## config.mk

```make
export PLATFORM = sky130hd
export DESIGN_NAME = ccst_config_tracker
export DESIGN_NICKNAME = d
export VERILOG_FILES = /design/src/pkg/ccst_pkg.sv /design/src/pkg/ccst_status_if.sv /design/src/hw/ccst_status_store.sv /design/src/hw/ccst_group_eval.sv /design/src/hw/ccst_config_tracker.sv
export VERILOG_INCLUDE_DIRS = /design/src /design/src/pkg
export SDC_FILE = /design/constraint.sdc
export NUM_CORES = 1
export LEC_CHECK = 0
export BUFFER_PORTS_ARGS = -buffer_cell sky130_fd_sc_hd__buf_4
export CELL_PAD_IN_SITES_DETAIL_PLACEMENT = 1
export CELL_PAD_IN_SITES_GLOBAL_PLACEMENT = 1
export CORE_ASPECT_RATIO = 1.4
export CORE_UTILIZATION = 44
export CTS_BUF_LIST = sky130_fd_sc_hd__clkbuf_2
export CTS_CLUSTER_SIZE = 30
export DETAILED_ROUTE_END_ITERATION = 7
export PLACE_DENSITY = 0.88
export SETUP_SLACK_MARGIN = 0.4
export SYNTH_ARGS = -nofsm -noshare
export SYNTH_HDL_FRONTEND = slang
export SYNTH_HIERARCHICAL = 1
export SYNTH_SLANG_ARGS = --single-unit
```

## constraint.sdc

```tcl
create_clock -name mclk -period 6.72 [get_ports mclk]
set_clock_uncertainty 0.15 [all_clocks]
set_input_delay 1.344 -clock mclk [delete_from_list [all_inputs] [get_ports mclk]]
set_output_delay 1.344 -clock mclk [all_outputs]
set_load 0.02 [all_outputs]
```

## src/pkg/ccst_defines.svh

```systemverilog
`ifndef CCST_DEFINES_SVH
`define CCST_DEFINES_SVH

// lane count and field widths
`define CCST_LANES 8
`define CCST_CODE_W 4
`define CCST_HEAD_W 3
`define CCST_APPS 16

// byte offsets of the packed result bytes
`define CCST_OFS_LANES_1_2 8'hca
`define CCST_OFS_LANES_3_4 8'hcb
`define CCST_OFS_LANES_5_6 8'hcc
`define CCST_OFS_LANES_7_8 8'hcd
`define CCST_RD_IDLE 8'h00

// field positions inside a result byte
`define CCST_EVEN_HI 7
`define CCST_EVEN_LO 4
`define CCST_ODD_HI 3
`define CCST_ODD_LO 0

// result codes
`define CCST_CODE_NO_INFO 4'h0
`define CCST_CODE_COMPLETED_OK 4'h1
`define CCST_CODE_GENERIC_REFUSAL 4'h2
`define CCST_CODE_BAD_APPLICATION_SELECT 4'h3
`define CCST_CODE_BAD_LANE_SET 4'h4
`define CCST_CODE_BAD_SIGNAL_INTEGRITY 4'h5
`define CCST_CODE_LANES_BUSY 4'h6
`define CCST_CODE_PARTIAL_LANE_GROUP 4'h7
`define CCST_CODE_BUSY_PROCESSING 4'hc
`define CCST_CODE_CUSTOM_REFUSAL 4'hd

// reserved band that a field must never show
`define CCST_CODE_RSVD_LO 4'h8
`define CCST_CODE_RSVD_HI 4'hb

`endif

```

## src/pkg/ccst_pkg.sv

```systemverilog
`include "ccst_defines.svh"

package ccst_pkg;
    typedef logic [`CCST_CODE_W-1:0] ccst_code_t;
    typedef logic [`CCST_HEAD_W-1:0] ccst_head_t;
    typedef logic [`CCST_LANES-1:0] ccst_mask_t;
    typedef enum logic {CCST_EX_IDLE, CCST_EX_RUN} ccst_exec_e;
endpackage

```

## src/pkg/ccst_status_if.sv

```systemverilog
`timescale 1ns/10ps
`default_nettype none
`include "ccst_defines.svh"

// carries lane result writes into the store and the stored codes back
interface ccst_status_if;
    import ccst_pkg::*;
    ccst_mask_t wrEn;
    ccst_code_t [`CCST_LANES-1:0] wrCode;
    ccst_code_t [`CCST_LANES-1:0] code;
    modport writer (output wrEn, output wrCode, input code);
    modport store (input wrEn, input wrCode, output code);
endinterface

`default_nettype wire

```

## src/hw/ccst_status_store.sv

```systemverilog
`timescale 1ns/10ps
`default_nettype none
`include "ccst_defines.svh"

module ccst_status_store
    import ccst_pkg::*;
(
    input wire logic mclk, // module clock
    input wire logic rst_n, // async reset, active low
    ccst_status_if.store st, // lane result writes and codes
    input wire logic [7:0] rdAddr, // byte address being read
    output logic [7:0] rdByte // packed byte at rdAddr, zero if unmapped
);
    ccst_code_t [`CCST_LANES-1:0] code_q;
    ccst_code_t [`CCST_LANES-1:0] code_d;
    logic [7:0] byte12;
    logic [7:0] byte34;
    logic [7:0] byte56;
    logic [7:0] byte78;

    // each lane field takes its write, otherwise holds
    always_comb
    begin
        for (int i = 0; i < `CCST_LANES; i++)
        begin
            code_d[i] = st.wrEn[i] ? st.wrCode[i] : code_q[i];
        end
    end

    // fields start empty until a command is taken
    always_ff @(posedge mclk or negedge rst_n)
    begin
        if (!rst_n)
            code_q <= '{default: `CCST_CODE_NO_INFO};
        else
            code_q <= code_d;
    end

    assign st.code = code_q;

    // even lane (numbered from one) in the upper nibble
    assign byte12 = {code_q[1], code_q[0]};
    assign byte34 = {code_q[3], code_q[2]};
    assign byte56 = {code_q[5], code_q[4]};
    assign byte78 = {code_q[7], code_q[6]};

    // read only; unmapped bytes answer zero
    assign rdByte = (rdAddr == `CCST_OFS_LANES_1_2) ? byte12 :
                    (rdAddr == `CCST_OFS_LANES_3_4) ? byte34 :
                    (rdAddr == `CCST_OFS_LANES_5_6) ? byte56 :
                    (rdAddr == `CCST_OFS_LANES_7_8) ? byte78 : `CCST_RD_IDLE;
endmodule

`default_nettype wire

```

## src/hw/ccst_group_eval.sv

```systemverilog
`timescale 1ns/10ps
`default_nettype none
`include "ccst_defines.svh"

module ccst_group_eval
    import ccst_pkg::*;
#(
    parameter int unsigned HEAD = 0 // lane index that heads this group
)
(
    input wire logic [`CCST_LANES-1:0] trig, // triggered lanes
    input wire logic [`CCST_LANES*`CCST_HEAD_W-1:0] firstLane, // head per lane
    input wire logic [`CCST_LANES*`CCST_CODE_W-1:0] application_select_code, // app code per lane
    input wire logic [`CCST_LANES-1:0] busy, // lanes showing busy code
    input wire logic immediate, // hot signal integrity trigger
    input wire logic [`CCST_LANES-1:0] activeSt, // lanes in path_active_state
    input wire logic [`CCST_LANES-1:0] readySt, // lanes in path_ready_state
    input wire logic [`CCST_APPS-1:0] appSupported, // usable app codes
    input wire logic [`CCST_LANES-1:0] siInvalid, // bad signal integrity set
    input wire logic [`CCST_LANES-1:0] customReject, // private refusal
    output logic [`CCST_LANES-1:0] grpMask, // lanes of this group
    output logic accept, // group triggered and idle
    output logic [`CCST_CODE_W-1:0] code // validation outcome
);
    localparam ccst_head_t HEAD_ID = HEAD[`CCST_HEAD_W-1:0];
    logic [`CCST_LANES-1:0] appDiff;
    logic [`CCST_CODE_W-1:0] headApp;
    logic [`CCST_LANES-1:0] onLanes;
    logic hit;
    logic partial;
    logic hotOk;
    logic notOff;

    assign headApp = application_select_code[HEAD*`CCST_CODE_W +: `CCST_CODE_W];

    // group membership from the staged head index
    for (genvar j = 0; j < `CCST_LANES; j++)
    begin : g_lane
        assign grpMask[j] = firstLane[j*`CCST_HEAD_W +: `CCST_HEAD_W] == HEAD_ID;
        assign appDiff[j] = application_select_code[j*`CCST_CODE_W +: `CCST_CODE_W] != headApp;
    end

    assign onLanes = activeSt | readySt;
    assign hit = |(grpMask & trig);
    assign accept = hit && !(|(grpMask & busy));
    assign partial = (grpMask & trig) != grpMask;
    assign hotOk = immediate && ((grpMask & ~onLanes) == '0);
    assign notOff = |(grpMask & onLanes);

    // the first failing check in this order wins; later checks are masked
    assign code = (headApp == `CCST_CODE_NO_INFO) ? `CCST_CODE_BAD_APPLICATION_SELECT :
                  !appSupported[headApp] ? `CCST_CODE_BAD_APPLICATION_SELECT :
                  !grpMask[HEAD] ? `CCST_CODE_GENERIC_REFUSAL :
                  |(grpMask & appDiff) ? `CCST_CODE_BAD_LANE_SET :
                  (partial && !hotOk) ? `CCST_CODE_PARTIAL_LANE_GROUP :
                  (!immediate && notOff) ? `CCST_CODE_LANES_BUSY :
                  |(grpMask & siInvalid) ? `CCST_CODE_BAD_SIGNAL_INTEGRITY :
                  |(grpMask & customReject) ? `CCST_CODE_CUSTOM_REFUSAL :
                  `CCST_CODE_COMPLETED_OK;
endmodule

`default_nettype wire

```

## src/hw/ccst_config_tracker.sv

```systemverilog
`timescale 1ns/10ps
`default_nettype none
`include "ccst_defines.svh"

module ccst_config_tracker
    import ccst_pkg::*;
(
    input wire logic mclk, // module clock, 10 MHz
    input wire logic rst_n, // async reset, active low
    input wire logic applyWr, // one-cycle write of an apply register
    input wire logic [`CCST_LANES-1:0] applyMask, // lane trigger mask written
    input wire logic immediateTrigger, // write was an immediate_trigger
    input wire logic [`CCST_LANES*`CCST_CODE_W-1:0] stagedAppSel, // per lane
    input wire logic [`CCST_LANES*`CCST_HEAD_W-1:0] stagedFirstLane, // per lane
    input wire logic [`CCST_APPS-1:0] appSupported, // usable app codes
    input wire logic [`CCST_LANES-1:0] siInvalid, // staged SI not usable
    input wire logic [`CCST_LANES-1:0] customReject, // private refusal
    input wire logic [`CCST_LANES-1:0] pathActiveState, // lane path active
    input wire logic [`CCST_LANES-1:0] pathReadyState, // lane path ready
    input wire logic regRd, // one-cycle read strobe
    input wire logic [7:0] regAddr, // byte address of the read
    output logic [7:0] regRdData, // read byte, valid cycle after regRd
    output logic execStart, // one-cycle start of the execution engine
    output logic [`CCST_LANES-1:0] execLanes, // lanes being executed
    output logic execImmediate, // execution is a hot SI update
    input wire logic execDone, // one-cycle end of execution
    output logic [`CCST_LANES-1:0] busyLanes // private busy view
);
    ccst_status_if st ();

    // acceptance stage
    logic [`CCST_LANES-1:0] busy;
    logic [`CCST_LANES-1:0] grpMask [`CCST_LANES];
    logic [`CCST_LANES-1:0] grpAccept;
    ccst_code_t [`CCST_LANES-1:0] grpCode;
    ccst_code_t [`CCST_LANES-1:0] laneCode;
    logic [`CCST_LANES-1:0] accepted;

    // validation stage
    logic [`CCST_LANES-1:0] valLanes_q;
    ccst_code_t [`CCST_LANES-1:0] valCode_q;
    logic valImm_q;
    logic [`CCST_LANES-1:0] okLanes;
    logic [`CCST_LANES-1:0] rejLanes;
    logic [`CCST_LANES-1:0] codeUnfit;
    ccst_code_t [`CCST_LANES-1:0] refusalCode;

    // execution stage
    ccst_exec_e exState_q;
    ccst_exec_e exState_d;
    logic [`CCST_LANES-1:0] pend_q;
    logic [`CCST_LANES-1:0] pend_d;
    logic [`CCST_LANES-1:0] pendImm_q;
    logic [`CCST_LANES-1:0] pendImm_d;
    logic [`CCST_LANES-1:0] execLanes_q;
    logic [`CCST_LANES-1:0] execLanes_d;
    logic execImm_q;
    logic execImm_d;
    logic execStart_q;
    logic startNow;
    logic takeImm;
    logic [`CCST_LANES-1:0] take;
    logic [`CCST_LANES-1:0] doneLanes;

    // read port
    logic [7:0] rdByte;
    logic [7:0] regRdData_q;

    // busy lanes are those whose field shows the busy code
    for (genvar i = 0; i < `CCST_LANES; i++)
    begin : g_busy
        assign busy[i] = st.code[i] == `CCST_CODE_BUSY_PROCESSING;
    end

    // spare apply bits mirror this; the host still polls the fields
    assign busyLanes = busy;

    // one evaluator per possible group head
    for (genvar g = 0; g < `CCST_LANES; g++)
    begin : g_grp
        ccst_group_eval #(
            .HEAD(g)
        ) u_eval (
            .trig(applyMask),
            .firstLane(stagedFirstLane),
            .application_select_code(stagedAppSel),
            .busy(busy),
            .immediate(immediateTrigger),
            .activeSt(pathActiveState),
            .readySt(pathReadyState),
            .appSupported(appSupported),
            .siInvalid(siInvalid),
            .customReject(customReject),
            .grpMask(grpMask[g]),
            .accept(grpAccept[g]),
            .code(grpCode[g])
        );
    end

    // every lane takes the verdict of its own group head
    for (genvar j = 0; j < `CCST_LANES; j++)
    begin : g_code
        assign laneCode[j] =
            grpCode[stagedFirstLane[j*`CCST_HEAD_W +: `CCST_HEAD_W]];
    end

    // union of the groups that pass the idle check; others are dropped
    always_comb
    begin
        accepted = '0;
        for (int g = 0; g < `CCST_LANES; g++)
        begin
            if (applyWr && grpAccept[g])
                accepted = accepted | grpMask[g];
        end
    end

    // validation outcome is held one cycle so phases stay ordered
    always_ff @(posedge mclk or negedge rst_n)
    begin
        if (!rst_n)
        begin
            valLanes_q <= '0;
            valCode_q <= '{default: `CCST_CODE_NO_INFO};
            valImm_q <= 1'b0;
        end
        else
        begin
            valLanes_q <= accepted;
            valCode_q <= laneCode;
            valImm_q <= immediateTrigger;
        end
    end

    // refused lanes skip execution and report straight away
    for (genvar j = 0; j < `CCST_LANES; j++)
    begin : g_split
        assign rejLanes[j] =
            valLanes_q[j] && (valCode_q[j] != `CCST_CODE_COMPLETED_OK);
        assign okLanes[j] =
            valLanes_q[j] && (valCode_q[j] == `CCST_CODE_COMPLETED_OK);
    end

    // a none, busy or reserved code is turned into a generic refusal; such a stray
    // code from a validator would hide the result or leave the path locked busy
    for (genvar j = 0; j < `CCST_LANES; j++)
    begin : g_guard
        assign codeUnfit[j] =
            (valCode_q[j] == `CCST_CODE_NO_INFO) ||
            (valCode_q[j] == `CCST_CODE_BUSY_PROCESSING) ||
            ((valCode_q[j] >= `CCST_CODE_RSVD_LO) && (valCode_q[j] <= `CCST_CODE_RSVD_HI));
        assign refusalCode[j] =
            codeUnfit[j] ? `CCST_CODE_GENERIC_REFUSAL : valCode_q[j];
    end

    // immediate work runs first so hot SI updates are not held back
    assign startNow = (exState_q == CCST_EX_IDLE) && (pend_q != '0);
    assign takeImm = |(pend_q & pendImm_q);
    assign take = startNow ? (pend_q & (takeImm ? pendImm_q : ~pendImm_q)) : '0;
    assign doneLanes = ((exState_q == CCST_EX_RUN) && execDone) ? execLanes_q : '0;

    // validated lanes queue for the engine; a lane re-validated as non-immediate
    // drops its old immediate mark so it cannot jump ahead of older work
    always_comb
    begin
        pend_d = (pend_q & ~take) | okLanes;
        pendImm_d = (pendImm_q & ~take) | (valImm_q ? okLanes : '0);
        pendImm_d = pendImm_d & ~(okLanes & {`CCST_LANES{~valImm_q}});
    end

    // one batch runs at a time; the next starts only after done
    always_comb
    begin
        execLanes_d = execLanes_q;
        execImm_d = execImm_q;
        exState_d = exState_q;
        unique case (exState_q)
            CCST_EX_IDLE:
            begin
                if (startNow)
                begin
                    execLanes_d = take;
                    execImm_d = takeImm;
                    exState_d = CCST_EX_RUN;
                end
            end
            CCST_EX_RUN:
            begin
                if (execDone)
                    exState_d = CCST_EX_IDLE;
            end
        endcase
    end

    // execution engine registers
    always_ff @(posedge mclk or negedge rst_n)
    begin
        if (!rst_n)
        begin
            exState_q <= CCST_EX_IDLE;
            pend_q <= '0;
            pendImm_q <= '0;
            execLanes_q <= '0;
            execImm_q <= 1'b0;
            execStart_q <= 1'b0;
        end
        else
        begin
            exState_q <= exState_d;
            pend_q <= pend_d;
            pendImm_q <= pendImm_d;
            execLanes_q <= execLanes_d;
            execImm_q <= execImm_d;
            execStart_q <= startNow;
        end
    end

    assign execStart = execStart_q;
    assign execLanes = execLanes_q;
    assign execImmediate = execImm_q;

    // busy marking, refusal and success touch disjoint lanes by construction,
    // since a busy lane can never be accepted again
    assign st.wrEn = accepted | rejLanes | doneLanes;
    for (genvar j = 0; j < `CCST_LANES; j++)
    begin : g_wr
        assign st.wrCode[j] =
            accepted[j] ? `CCST_CODE_BUSY_PROCESSING :
            rejLanes[j] ? refusalCode[j] :
            `CCST_CODE_COMPLETED_OK;
    end

    // packed read-only result bytes
    ccst_status_store u_store (
        .mclk(mclk),
        .rst_n(rst_n),
        .st(st),
        .rdAddr(regAddr),
        .rdByte(rdByte)
    );

    // read data is registered and holds until the next read
    always_ff @(posedge mclk or negedge rst_n)
    begin
        if (!rst_n)
            regRdData_q <= `CCST_RD_IDLE;
        else if (regRd)
            regRdData_q <= rdByte;
    end

    assign regRdData = regRdData_q;
endmodule

`default_nettype wire

```

; ---- After elaboration in Yosys (flattened, before gate mapping)
; Cells that the tools add are included.
[op_classes]
eq_ne = 156
reduce_logical = 182
bitwise = 80
n_mux = 139
magnitude_cmp = 32
[ops]
columns = cell, count
row1 = 8-bit bitwise AND, 61
row2 = 8-bit OR reduction, 49
row3 = 4-bit 2-to-1 mux, 96
row4 = 4-bit inequality test, 56
row5 = 8-bit 2-to-1 mux, 16
row6 = 4-bit binary-select mux with 3-bit select, 8
row7 = 3-bit == test (second input constant), 32
row8 = 8-bit OR, 12
row9 = 1-bit logical AND, 66
row10 = 4-bit == test (second input constant), 16
row11 = 4-bit logical NOT, 16
row12 = 8-bit logical NOT, 8
row13 = 8-bit inequality test, 8
row14 = 3-bit by 2-bit == test with 1-bit output (second input constant), 16
row15 = 4-bit by 5-bit less-than comparator with 1-bit output (second input constant), 8
row16 = 1-bit binary-select mux with 4-bit select, 8
row17 = 4-bit by 1-bit == test with 1-bit output (second input constant), 8
row18 = 8-bit == test (second input constant), 4
row19 = 4-bit >= comparator (second input constant), 8
row20 = 4-bit <= comparator (second input constant), 8
row21 = 3-bit by 4-bit less-than comparator with 1-bit output (second input constant), 8
row22 = 4-bit by 1-bit inequality test with 1-bit output (second input constant), 8
row23 = 8-bit NOT, 4
row24 = 3-bit by 1-bit == test with 1-bit output (second input constant), 8
row25 = 9 further kinds, 57
[totals]
regBits = 108
out_inout_bits = 26
elab_cells = 614

; ---- Longest topological paths before layout
[depth]
word_depth = 23
depth_mapped = 11
depth_no_buf = 10

; ---- Cells and area by module
; The synthesis kept the hierarchy.
[modules_own_cells]
columns = mod, cells_each, area_each_um2, n_inst
row1 = ccst_config_tracker, 487, 5736.8, 1
row2 = ccst_status_store, 104, 1487.7, 1
row3 = ccst_group_eval (g_grp[2].u_eval), 122, 1138.6, 1
row4 = ccst_group_eval (g_grp[7].u_eval), 126, 1051.0, 1
row5 = ccst_group_eval (g_grp[6].u_eval), 133, 1042.2, 1
row6 = ccst_group_eval (g_grp[1].u_eval), 124, 1027.2, 1
row7 = ccst_group_eval (g_grp[3].u_eval), 134, 1022.2, 1
row8 = ccst_group_eval (g_grp[5].u_eval), 129, 1012.2, 1
row9 = ccst_group_eval (g_grp[0].u_eval), 123, 1011.0, 1
row10 = ccst_group_eval (g_grp[4].u_eval), 123, 1007.2, 1

; ---- Worst setup path before layout
; OpenSTA, ideal clock, no wires.
[synth_path]
kind = input -> register
from = input port stagedAppSel[17]
to = register valCode_q[10] in the netlist's numbering
path_slack_ns = 2.823
t_arrival_ns = 3.623
path_stages = 9
setup_time_ns = 0.125
cell_sequence = buf_4 xor2_1 o41ai_2 nand2_1 a221oi_2 nand4_1 o41a_1 mux4_2 mux2_2
[synth_rtl]
columns = item, line
row1 = from (decl), ccst_config_tracker.sv:13  ; input wire logic [`CCST_LANES*`CCST_CODE_W-1:0] stagedAppSel,
row2 = to (signal assigned), ccst_config_tracker.sv:130  ; valCode_q <= laneCode;
row3 = to (decl), ccst_config_tracker.sv:41  ; ccst_code_t [`CCST_LANES-1:0] valCode_q;

==> impl_metrics.sql <==
INSERT INTO impl_metrics (metric_group, metric, value, unit) VALUES
('status', 'result_of_the_run', 'finished with violations', ''),
('status', 'violations', 'max-capacitance violations', ''),
('sta', 'fin_ws', '1.77', 'ns'),
('global_routing', 'grt_use_total', '39.7', '%'),
('logic_synthesis', 'synth_top_flop_cell', 'sky130_fd_sc_hd__dfrtp_1', ''),
('pwr', 'power.static_leakage', '6.37', 'nW'),
('logic_synthesis', 'yosysWarningCount', '6', ''),
('pwr', 'p_switching', '1.14', 'mW'),
('worst_setup_path', 'worstPathBufferInverterCount', '1', ''),
('cells_and_area', 'fillerInstances', '3974', ''),
('drt', 'drt_first_pass_iters', '8', ''),
('sta', 'fmax', '202', 'MHz'),
('worst_setup_path', 'setup.reg_to_reg.worst_slack', '2.43', 'ns'),
('worst_setup_path', 'worstSetupStartpointType', 'input port', ''),
('cts', 'clock-root-buffer', 'sky130_fd_sc_hd__clkbuf_2', ''),
('worst_setup_path', 'r2r-start', 'u_store/st.code[8]', ''),
('worst_setup_path', 'critical_path.cell_chain', 'buf_4 > nor3b_2 > a22o_1 > a221oi_1 > a31oi_1 > a22oi_1 > a41oi_1 > a221o_1 > mux2_1', ''),
('sta', 'finalCriticalPeriod', '4.95', 'ns'),
('cts', 'postCtsSetupBuffers', '0', ''),
('die', 'die_w', '161', 'µm'),
('die', 'die_height', '224', 'µm'),
('worst_setup_path', 'required', '7.17', 'ns'),
('worst_setup_path', 'critical_path.startpoint', 'stagedFirstLane[6]', ''),
('cts', 'h-tree-depth', '3', ''),
('flow_run', 'cap_violations', '1', ''),
('cts', 'cts_hold_repair.buffers', '0', ''),
('global_routing', 'globalRoute.totalOverflow', '0', ''),
('logic_synthesis', 'synthesis.nets', '1731', ''),
('pwr', 'power.density', '144', 'nW/µm²'),
('global_routing', 'use_met1', '43.4', '%'),
('cts', 'insertion_delay_of_the_later_clocked_pin_in_the_worst_skew_pair', '0.70', 'ns'),
('worst_setup_path', 'timing.critical_path.max_delay_family', 'compound AO/OA/AOI/OAI gates', ''),
('cells_and_area', 'area_delta_synth_final', '8.61', '%'),
('pwr', 'total_power', '2.44', 'mW'),
('logic_synthesis', 'share_of_async_settable_or_async_resettable_flops_after_synthesis', '100', '%'),
('global_routing', 'grt_pass1_wl', '109000', 'µm'),
('worst_setup_path', 'reg2reg_to', 'u_store/st.code[10]', ''),
('global_routing', 'met2_usage', '63.8', '%'),
('die', 'starting_density_of_the_core', '44.6', '%'),
('global_routing', 'grt_util_met3', '11.2', '%'),
('worst_hold_path', 'min_path_type', 'input port to async pin', ''),
('die', 'io_pins', '152', ''),
('global_routing', 'first_global_vias', '17456', ''),
('worst_setup_path', 'worst-endpoint-arrival', '5.40', 'ns'),
('global_routing', 'largest_net_degree_at_the_start_of_global_routing', '73', ''),
('global_routing', 'initial_antenna_violation_count', '3', ''),
('logic_synthesis', 'synthCells', '1605', ''),
('sta', 'drv_slew', '0', ''),
('place', 'numPortBuffers', '150', ''),
('worst_setup_path', 'critical-path-max-stage-delay', '1.09', 'ns'),
('cells_and_area', 'drive_gt1_share', '25.6', '%'),
('cts', 'clock_pin_slew_on_the_worst_setup_and_hold_paths', '0.38', 'ns'),
('sta', 'timing_worst_slew_pin_value', '1.47', 'ns'),
('sta', 'rsz_0062_raised_after_global_routing', 'no', ''),
('pwr', 'ir_worst_vdd', '0.000148', 'V'),
('worst_setup_path', 'path_max_fanout', '16', ''),
('cts', 'post_cts_resize_count', '0', ''),
('die', 'die-area', '36100', 'µm²'),
('drt', 'remaining_drc_errors', '0', ''),
('logic_synthesis', 'netlist_area_before_placement', '15500', 'µm²'),
('die', 'std_cell_rows', '81', ''),
('cells_and_area', 'final_cells', '2160', ''),
('die', 'fp.coreArea', '34900', 'µm²'),
('cells_and_area', 'design.final.nets', '1823', ''),
('logic_synthesis', 'synth.lib_cells_used.distinct', '100', ''),
('cts', 'clock_path_buffers', '2', ''),
('drt', 'vias_per_cell', '7.70', ''),
('cts', 'cts_tree', 'built', ''),
('place', 'post-place-cells', '2142', ''),
('sta', 'setup_total_negative_slack', '0', 'ns'),
('logic_synthesis', 'synth-seq-area-share', '17.4', '%');
cell usage after synthesis, drive strengths merged, types with 36 or more instances:
cell	number	area share (%)
buf	66	3.7
mux2	81	5.9
dfrtp	108	17
a221oi	38	2.2
xnor2	92	5.2
mux2i	36	2.3
nand2b	38	1.5
a22oi	122	5.9
inv	41	0.99
nand2	89	2.2
nor2	82	2.0
xor2	132	7.5
mux4	91	14
o21ai	75	2.5
per-layer routing:
| metal | part of all wire (%) | wire, µm | vias to the layer above |
|---|---|---|---|
| li1 | - | - | 6583 |
| met2 | 46 | 32900 | 1329 |
| met3 | 11 | 8140 | 488 |
| met1 | 33 | 23700 | 8233 |
| met5 | 0.032 | 23 | - |
| met4 | 10 | 7210 | 4 |
flip-flops by register name (all words and copies together), names as in the netlist, 8 cells and up:
signal	count
u_store/st.code	32
pend_q	8
valCode_q	32
regRdData	8
valLanes_q	8
execLanes	8
pendImm_q	8
stage by stage:
stage / hold WS (ns) / utilization [%] / area (µm²)
after floorplan: 0.330 / - / 15500
after global placement: 0.313 / 48.0 / 16700
after detailed placement: 0.323 / 48.0 / 16700
after CTS: 0.380 / 48.4 / 16900
after global routing: 0.379 / 48.4 / 16900
final: 0.365 / 48.4 / 16900
layout make-up:
cell class	count	area [µm²]	share of cell area, %
Inverter	44	166	0.986
Clock inverter	7	77.6	0.460
Multi-Input combinational cell	1361	12000	71.2
Antenna cell	2	5.00	0.0297
Clock buffer	9	45.0	0.267
Timing Repair Buffer	173	1300	7.70
Tap cell	456	571	3.38
Sequential cell	108	2700	16.0
cells by family (layout without fill, tap and decap cells):
group,count (synthesis),after routing,share of synthesized area [%]
AOI/OAI and AO/OA,467,467,23.6
xor gates and xnor gates,224,224,12.7
buffers and inverters,136,233,5.40
DFF,108,108,17.4
muxes,208,208,21.7
other,0,2,0
and+or+nand+nor,462,462,19.1
cell usage in the layout (no fill, tap or decap), drive strengths merged, types with 28 or more instances in the layout:
cell,instances
xnor2,92
nand3,31
nor3b,33
mux2,81
a22o,34
buf,173
mux2i,36
nand2b,38
nand4,34
o41ai,33
a221oi,38
a22oi,122
mux4,91
nor3,29
o21ai,75
nand2,89
nor2,82
xor2,132
inv,44
a21oi,28
dfrtp,108
power groups by stage:
stage / logic, mW / registers [mW] / clock network, mW
2_1_floorplan: 0.734 / 0.845 / 0
3_3_place_gp: 1.12 / 0.874 / 0
3_5_place_dp: 1.18 / 0.886 / 0
4_1_cts: 1.19 / 0.875 / 0.320
5_1_grt: 1.29 / 0.891 / 0.341
6_report: 1.24 / 0.879 / 0.318
worst max-delay path by stage:
stage	cells after the start	to	slack (ns)
floorplan	9	valCode_q[10]	2.82
global placement	9	u_store/st.code[6]	1.52
detailed placement	9	u_store/st.code[4]	1.46
CTS	10	u_store/st.code[25]	2.22
global route	9	u_store/st.code[4]	1.73
finish	9	u_store/st.code[7]	1.77
Power figures use the tool's default switching activity.
